## src/core/crcfs_pkg.sv

```systemverilog
package crcfs_pkg;
    // ------------------------------------------------------------
    // register byte addresses
    // ------------------------------------------------------------
    localparam logic [4:0] CRCFS_ADR_CONTROL = 5'h00;
    localparam logic [4:0] CRCFS_ADR_BYTE_IN = 5'h04;
    localparam logic [4:0] CRCFS_ADR_DATA = 5'h08;
    localparam logic [4:0] CRCFS_ADR_AUTO = 5'h0c;
    localparam logic [4:0] CRCFS_ADR_COUNT = 5'h10;
    // ------------------------------------------------------------
    // control and auto register fields
    // ------------------------------------------------------------
    localparam int CRCFS_CTL_PNT_LO = 0;
    localparam int CRCFS_CTL_PNT_HI = 1;
    localparam int CRCFS_CTL_INIT = 3;
    localparam int CRCFS_CTL_VAL = 2;
    localparam int CRCFS_CTL_SEL = 4;
    localparam int CRCFS_CTL_BUSY = 7;
    localparam int CRCFS_AUTO_EN = 7;
    localparam logic [7:0] CRCFS_CTL_RESET = 8'h00;
    // ------------------------------------------------------------
    // polynomials, seeds, sector layout
    // ------------------------------------------------------------
    localparam logic [31:0] CRCFS_POLY32 = 32'h04c11db7;
    localparam logic [15:0] CRCFS_POLY16 = 16'h1021;
    localparam logic [31:0] CRCFS_SEED_ZERO = 32'h00000000;
    localparam logic [31:0] CRCFS_SEED_ONES = 32'hffffffff;
    localparam int CRCFS_SECTOR_BYTES = 512;
    localparam int CRCFS_SECTOR_BITS = 9;

    typedef struct packed {
        logic poly_width_select;
        logic init_value_select;
        logic [1:0] result_byte_pointer;
    } crcfs_cfg_t;

    typedef enum logic [2:0] {
        CRCFS_IDLE = 3'b001,
        CRCFS_FETCH = 3'b010,
        CRCFS_FOLD = 3'b100
    } crcfs_state_t;
endpackage

```

## src/core/crcfs_fold.sv

```systemverilog
`timescale 1ns/100ps
`default_nettype none
// one byte folded into the running crc in a single cycle
module crcfs_fold
    import crcfs_pkg::*;
(
    input wire logic [31:0] crc_in,
    input wire logic [7:0] data_in,
    input wire logic wide16,
    output logic [31:0] crc_out
);
    // ------------------------------------------------------------
    // bitwise msb-first step, 16-bit result kept in low half
    // ------------------------------------------------------------
    always_comb
    begin
        logic [31:0] c;
        logic fb;
        c = crc_in;
        fb = 1'b0;
        for (int i = 7; i >= 0; i--)
        begin
            if (wide16)
            begin
                fb = c[15] ^ data_in[i];
                c[15:0] = {c[14:0], 1'b0} ^ (fb ? CRCFS_POLY16 : 16'h0000);
                c[31:16] = 16'h0000;
            end
            else
            begin
                fb = c[31] ^ data_in[i];
                c = {c[30:0], 1'b0} ^ (fb ? CRCFS_POLY32 : 32'h00000000);
            end
        end
        crc_out = c;
    end
endmodule
`default_nettype wire

```

## src/core/crcfs_top.sv

```systemverilog
`timescale 1ns/100ps
`default_nettype none
// crc engine with automatic flash sector scan, wishbone slave
module crcfs_top
    import crcfs_pkg::*;
#(
    parameter int FLASH_AW = 14,
    parameter int PAGE_W = 8,
    parameter int COUNT_W = 8
)
(
    input wire logic sys_clk,
    input wire logic rst_n,
    input wire logic wb_cyc_i,
    input wire logic wb_stb_i,
    input wire logic wb_we_i,
    input wire logic [4:0] wb_adr_i,
    input wire logic [3:0] wb_sel_i,
    input wire logic [31:0] wb_dat_i,
    output logic [31:0] wb_dat_o,
    output logic wb_ack_o,
    output logic [FLASH_AW-1:0] flash_addr,
    output logic flash_rd,
    input wire logic [7:0] flash_data,
    output logic cpu_stall
);
    // refuse sizes the address build and count load cannot serve
    if (FLASH_AW <= CRCFS_SECTOR_BITS || PAGE_W < 1 || COUNT_W < 1 ||
        COUNT_W > 32)
    begin : g_bad_param
        $error("crcfs_top: unsupported parameters");
    end

    // ------------------------------------------------------------
    // state
    // ------------------------------------------------------------
    crcfs_cfg_t cfg_r;
    crcfs_state_t state_r;
    logic [31:0] crc_r;
    logic [PAGE_W-1:0] page_r;
    logic auto_en_r;
    logic [COUNT_W-1:0] count_r;
    logic [COUNT_W-1:0] sectors_left_r;
    logic [FLASH_AW-1:0] addr_r;
    logic [CRCFS_SECTOR_BITS-1:0] byte_cnt_r;
    logic [7:0] fetched_r;
    logic ack_r;
    logic [31:0] dat_r;

    // ------------------------------------------------------------
    // bus decode
    // ------------------------------------------------------------
    wire req = wb_cyc_i & wb_stb_i & ~ack_r;
    wire busy = (state_r != CRCFS_IDLE);
    // the held scan-starting write must not act again while busy
    wire wr = req & ~busy & wb_we_i & wb_sel_i[0];
    wire rd = req & ~busy & ~wb_we_i;
    wire wr_ctl = wr & (wb_adr_i == CRCFS_ADR_CONTROL);
    wire wr_in = wr & (wb_adr_i == CRCFS_ADR_BYTE_IN);
    wire wr_dat = wr & (wb_adr_i == CRCFS_ADR_DATA);
    wire wr_auto = wr & (wb_adr_i == CRCFS_ADR_AUTO);
    wire wr_cnt = wr & (wb_adr_i == CRCFS_ADR_COUNT);
    wire rd_dat = rd & (wb_adr_i == CRCFS_ADR_DATA);
    wire [7:0] wbyte = wb_dat_i[7:0];

    // ------------------------------------------------------------
    // seed, pointer and byte selection
    // ------------------------------------------------------------
    wire new_sel = wr_ctl ? wbyte[CRCFS_CTL_SEL] : cfg_r.poly_width_select;
    wire new_val = wr_ctl ? wbyte[CRCFS_CTL_VAL] : cfg_r.init_value_select;
    wire [31:0] seed = new_val ? CRCFS_SEED_ONES : CRCFS_SEED_ZERO;
    wire [31:0] seed_w = new_sel ? {16'h0000, seed[15:0]} : seed;
    wire [1:0] pnt = cfg_r.result_byte_pointer;
    wire [1:0] pnt_last = cfg_r.poly_width_select ? 2'd1 : 2'd3;
    wire [1:0] pnt_inc = (pnt >= pnt_last) ? 2'd0 : pnt + 2'd1;
    wire [7:0] res_byte = crc_r[{pnt, 3'b000} +: 8];
    wire start_auto = wr_ctl & auto_en_r & (count_r != '0);

    // ------------------------------------------------------------
    // fold input: software byte or fetched flash byte
    // ------------------------------------------------------------
    wire fold_scan = (state_r == CRCFS_FOLD);
    wire [7:0] fold_byte = fold_scan ? fetched_r : wbyte;
    logic [31:0] fold_out;

    crcfs_fold u_fold (
        .crc_in(crc_r),
        .data_in(fold_byte),
        .wide16(cfg_r.poly_width_select),
        .crc_out(fold_out)
    );

    // ------------------------------------------------------------
    // result register next value
    // ------------------------------------------------------------
    logic [31:0] crc_nxt;
    always_comb
    begin
        crc_nxt = crc_r;
        if (wr_ctl && wbyte[CRCFS_CTL_INIT])
            crc_nxt = seed_w;
        else if (fold_scan || (wr_in && !busy))
            crc_nxt = fold_out;
        else if (wr_dat && !busy)
            crc_nxt[{pnt, 3'b000} +: 8] = wbyte;
    end

    // ------------------------------------------------------------
    // configuration and result registers
    // ------------------------------------------------------------
    always_ff @(posedge sys_clk)
    begin
        if (!rst_n)
        begin
            cfg_r <= '{CRCFS_CTL_RESET[CRCFS_CTL_SEL],
                       CRCFS_CTL_RESET[CRCFS_CTL_VAL],
                       CRCFS_CTL_RESET[CRCFS_CTL_PNT_HI:CRCFS_CTL_PNT_LO]};
            crc_r <= CRCFS_SEED_ZERO;
        end
        else
        begin
            crc_r <= crc_nxt;
            if (wr_ctl)
                cfg_r <= '{wbyte[CRCFS_CTL_SEL], wbyte[CRCFS_CTL_VAL],
                           wbyte[CRCFS_CTL_PNT_HI:CRCFS_CTL_PNT_LO]};
            else if ((wr_dat || rd_dat) && !busy)
                cfg_r.result_byte_pointer <= pnt_inc;
        end
    end

    // ------------------------------------------------------------
    // auto configuration and sector count
    // ------------------------------------------------------------
    always_ff @(posedge sys_clk)
    begin
        if (!rst_n)
        begin
            page_r <= '0;
            auto_en_r <= 1'b0;
            count_r <= '0;
        end
        else
        begin
            if (wr_auto)
            begin
                page_r <= PAGE_W'(wbyte[6:0]); // enable bit kept out
                auto_en_r <= wbyte[CRCFS_AUTO_EN];
            end
            if (wr_cnt)
                count_r <= wb_dat_i[COUNT_W-1:0];
        end
    end

    // ------------------------------------------------------------
    // scan sequencer: fetch a byte, fold it, 512 per sector
    // ------------------------------------------------------------
    wire last_byte = (byte_cnt_r == 9'(CRCFS_SECTOR_BYTES - 1));
    wire last_sector = (sectors_left_r == COUNT_W'(1));
    always_ff @(posedge sys_clk)
    begin
        if (!rst_n)
        begin
            state_r <= CRCFS_IDLE;
            sectors_left_r <= '0;
            addr_r <= '0;
            byte_cnt_r <= '0;
            fetched_r <= 8'h00;
        end
        else
        begin
            unique case (state_r)
                CRCFS_IDLE:
                    if (start_auto)
                    begin
                        state_r <= CRCFS_FETCH;
                        sectors_left_r <= count_r;
                        addr_r <= FLASH_AW'({page_r,
                            {CRCFS_SECTOR_BITS{1'b0}}});
                        byte_cnt_r <= '0;
                    end
                CRCFS_FETCH:
                begin
                    fetched_r <= flash_data;
                    state_r <= CRCFS_FOLD;
                end
                CRCFS_FOLD:
                begin
                    addr_r <= addr_r + FLASH_AW'(1);
                    byte_cnt_r <= byte_cnt_r + 9'd1;
                    state_r <= CRCFS_FETCH;
                    if (last_byte)
                    begin
                        sectors_left_r <= sectors_left_r - COUNT_W'(1);
                        if (last_sector)
                            state_r <= CRCFS_IDLE;
                    end
                end
                default:
                    state_r <= CRCFS_IDLE;
            endcase
        end
    end

    // ------------------------------------------------------------
    // read mux and ack, ack held back during a scan
    // ------------------------------------------------------------
    logic [31:0] rd_mux;
    always_comb
    begin
        rd_mux = 32'h00000000;
        unique case (wb_adr_i)
            CRCFS_ADR_CONTROL:
                rd_mux[7:0] = {busy, 2'b00, cfg_r.poly_width_select,
                    1'b0, cfg_r.init_value_select, pnt};
            CRCFS_ADR_DATA: rd_mux[7:0] = res_byte;
            CRCFS_ADR_AUTO: rd_mux[7:0] = {auto_en_r, 7'(page_r)};
            CRCFS_ADR_COUNT: rd_mux[COUNT_W-1:0] = count_r;
            default: rd_mux = 32'h00000000;
        endcase
    end

    wire scan_done = fold_scan & last_byte & last_sector;
    wire ack_nxt = req & (~busy | scan_done) & ~start_auto;
    logic start_pend_r;
    always_ff @(posedge sys_clk)
    begin
        if (!rst_n)
        begin
            ack_r <= 1'b0;
            dat_r <= 32'h00000000;
            start_pend_r <= 1'b0;
        end
        else
        begin
            start_pend_r <= start_auto | (start_pend_r & ~scan_done);
            ack_r <= ack_nxt & ~start_pend_r | (start_pend_r & scan_done);
            if (rd)
                dat_r <= rd_mux;
        end
    end

    assign wb_ack_o = ack_r;
    assign wb_dat_o = dat_r;
    assign flash_addr = addr_r;
    assign flash_rd = (state_r == CRCFS_FETCH);
    assign cpu_stall = busy;
endmodule
`default_nettype wire

```

## config.mk

```make
export PLATFORM = sky130hd
export DESIGN_NAME = crcfs_top
export DESIGN_NICKNAME = d
export VERILOG_FILES = /design/src/core/crcfs_pkg.sv /design/src/core/crcfs_fold.sv /design/src/core/crcfs_top.sv
export SDC_FILE = /design/constraint.sdc
export NUM_CORES = 1
export LEC_CHECK = 0
export BUFFER_PORTS_ARGS = -buffer_cell sky130_fd_sc_hd__buf_2
export CORE_UTILIZATION = 45
export DETAILED_ROUTE_END_ITERATION = 10
export GPL_TIMING_DRIVEN = 0
export HOLD_SLACK_MARGIN = 0.02
export SLEW_MARGIN = 5
export SYNTH_ARGS = -nofsm -noshare
export SYNTH_HDL_FRONTEND = slang
export SYNTH_SLANG_ARGS = --single-unit
```

## constraint.sdc

```tcl
create_clock -name sys_clk -period 3.85 [get_ports sys_clk]
set_input_delay 0.9625 -clock sys_clk [delete_from_list [all_inputs] [get_ports sys_clk]]
set_output_delay 0.9625 -clock sys_clk [all_outputs]
set_load 0.005 [all_outputs]
```

==> metrics.md <==
| Metric | Value |
|---|---|
| Setup bufs post-CTS | `0` |
| Maximum Capacitance Violations | `0` |
| WL/cell | `~20 um` |
| Core Region | `about 16,000 um2` |
| Post-synth EDFFs | `0` |
| N_diodes | `0` |
| Hold Crit Class | `reg -> reg` |
| First-pass GRT wire length | `36.6 mm` |
| Setup Crit Path Kind | `in -> reg` |
| IO buf count | `between 40 and 50` |
| Hold slack | `roughly 460 ps` |
| Most frequent cells in the layout | `dfxtp_1 (104), xnor2_1 (84), o21ai_0 (78)` |
| Fillers | `around 1,600` |
| Final Max Tran Viols | `0` |
| # IOs | `approximately 100` |
| Worst Path Arrival | `~3900 ps` |
| Critical-path cell list | `buf_2 > nor4_1 > nor2b_1 > buf_1 > and2_1 > clkbuf_2 > nand3_1 > o21ai_1 > a21oi_1 > o21ai_0 > o211a_1` |
| Most common cell after layout, fill and taps aside | `dfxtp_1` |
| Vias in the first global route | `6,284` |
| Hold-fix buffers at CTS | `0` |
| Sequential cell area | `about 2100 um2` |
| Detailed placement HPWL | `roughly 18 mm` |
| Ys Warns | `0` |
| Required @ worst endpoint | `4160 ps` |
| DIE HEIGHT | `between 100 and 150 um` |
| Xor/xnor share of the synthesized area | `around 17%` |
| Worst skew pair latency | `370 ps` |
| CTS tree | `done` |
| Clk root buf | `clkbuf_16` |
| Row count | `46` |
| Post-Syn Area | `7480 um2` |
| Combinational family with the most area after synthesis | `simple AND/OR/NAND/NOR gates` |
| Register area share after synthesis | `27.8%` |
| CP max stage delay | `610 ps` |
| Leakage Power | `roughly 3.1 nW` |
| Max VDD drop | `around 0.00023 V` |
| Initial Util | `between 40% and 50%` |
| Vias per inst | `slightly below 6` |
| Adder-Cell Fraction of Synth Area | `1.67%` |
| Global route overflow | `0` |
| DRT Wirelength | `roughly 24 mm` |
| H-tree depth | `3` |
| Layout Nets | `1,052` |
| Final critical-path share of the clock period | `between 90% and 100%` |
| Count of final hold-check violations | `0` |
| Post-synthesis cell count | `just over 900` |
| Critical path's slowest cell | `o21ai_1` |
| Multi-input logic area | `4950 um2` |
| Slew at the pin closest to its max-slew limit | `about 1200 ps` |
| TritonRoute pass-1 iters | `5` |
| Worst slew margin | `a little under a fifth` |
| Clock sinks | `between 100 and 150` |
| Fmax | `~280 MHz` |
| Clk slew on worst S/H paths | `~70 ps` |
| Pin count of the biggest net entering global routing | `19` |
| Share of synthesized area spent on multiplexers | `7.93%` |
| Syn Area/Cell | `~8.3 um2` |
| Die width | `about 130 um` |
| Final core utilization | `around 52%` |
| Tmin final | `3630 ps` |
| Endpoint kind of the worst setup timing path | `flop` |
| Final setup vio count | `0` |
| Die ar. | `17,100 um2` |
| Gr usage total | `between 20 and 30%` |
| Synthesized flop and latch total | `104` |
| # DRC | `0` |
| DR vias | `around 7,000` |
| Synth Flop Type | `dfxtp_1` |
| Share of cells above drive strength 1 | `between 10% and 20%` |
| Area share of and/or/nand/nor cells after synthesis | `between 15 and 20%` |
| Synth Area in Compound Gates | `19.0%` |
| Pwr per Cell Area | `approximately 280 nW/um2` |
| Outcome | `completed` |
| Post-route ant nets | `0` |
| Area Overhead vs Synth | `11.7%` |
| Initial DRC count | `about 680` |
| TritonCTS Buffers | `9` |
| Initial antenna violation count | `0` |
| RSZ-0062 raised after global routing | `false` |
| Startpoint type of the worst setup path | `input pin` |
| CTS max path bufs | `2` |
| Post-synth ARST share | `0%` |
| Yosys cell types | `66` |
| GPL Wtd Cong | `~0.98` |
| Final Skew | `about 8.2 ps` |
| Worst Path Max Fanout | `8` |
-- registers in the layout, summed over array words and instances (netlist names), 2 cells and up --
register and cells:
crc_r 32, wb_dat_o 8, flash_addr 14, pnt 2
count_r 8, byte_cnt_r 9, page_r 7, state_r 3
cfg_r 2, fetched_r 8, sectors_left_r 8
-- synth_stat cells, types with 12 or more instances --
| cell type | n | area share [%] |
|---|---|---|
| clkbuf_1 | 56 | 2.8 |
| nand3_1 | 29 | 1.9 |
| a21oi_1 | 71 | 4.8 |
| a221oi_1 | 12 | 1.4 |
| nor2_1 | 69 | 3.5 |
| buf_4 | 26 | 2.6 |
| mux2i_1 | 34 | 4.6 |
| and2_1 | 20 | 1.7 |
| xor2_1 | 26 | 3.0 |
| a22oi_1 | 20 | 2.0 |
| nand2_1 | 52 | 2.6 |
| dfxtp_1 | 104 | 28 |
| o21ai_0 | 79 | 5.3 |
| a31oi_1 | 14 | 1.2 |
| nor2b_1 | 39 | 3.3 |
| xnor2_1 | 84 | 9.8 |
-- cell families after synthesis --
logic type | count (synthesis)
AOI/OAI and AO/OA | 237
muxes | 46
buffers and inverters | 107
other | 1
xor gates and xnor gates | 123
DFF | 104
and+or+nand+nor | 278
adders and majority gates | 10
-- path summary, 6_finish.rpt --
check / from / slack (ps) / depth (start not counted) / to
max reg2reg: state_r[0] / 520 / 9 / crc_r[12]
min: cfg_r[2] / 460 / 2 / cfg_r[2]
min reg2reg: cfg_r[2] / 460 / 2 / cfg_r[2]
max: wb_adr_i[1] / 220 / 11 / crc_r[23]
-- worst max-delay path, delay by kind of cell --
family / cells / cell delay (ps)
AND/OR/NAND/NOR: 4 / 1350
buffers and inverters: 3 / 640
AO/OA/AOI/OAI: 4 / 970
-- per-layer routing --
metal | vias up | wire length (um) | part of all wire (%) | GRT usage [%]
li1 | 3310 | - | - | -
met1 | 3265 | 10200 | 42 | 37.1
met2 | 331 | 10800 | 45 | 46.2
met3 | 77 | 1890 | 7.8 | 6.43
met4 | 0 | 1280 | 5.3 | 16.7
met5 | - | 0 | 0 | 0
-- timing repair --
| item | 4_1_cts | 5_1_grt |
|---|---|---|
| resized for setup | 0 | 1 |
| endpoints found under the setup margin | 0 | 2 |
| hold endpoints to repair | 0 | 0 |
-- where the power goes --
| group | leakage (nW) | internal, mW | switching [mW] | total, mW |
|---|---|---|---|---|
| registers | 0.837 | 1.08 | 0.00221 | 1.08 |
| logic | 2.12 | 0.171 | 0.212 | 0.383 |
| clock network | 0.139 | 0.450 | 0.465 | 0.916 |
-- cell type report --
type,instances,area share [%]
clock buffer,10,2.74
clock inverter,6,0.614
buffer,96,5.87
tap,216,3.23
inverter,11,0.494
multi-input combinational,718,59.3
sequential,104,24.9
timing repair buffer,48,2.87
-- through the flow --
stage                     setup TNS (ps)  setup slack [ps]  cell area, um2  std cells  power [mW]
final                                  0               224            8360       1209        2.38
after floorplan                        0               743            7570        929        1.39
after CTS                              0               211            8360       1209        2.39
after detailed placement            -668              -169            8080       1193        1.48
after global placement              -879              -191            8080       1193        1.48
after global routing                   0              71.3            8360       1209        2.46
No activity file was read; power rests on OpenSTA's default activity.
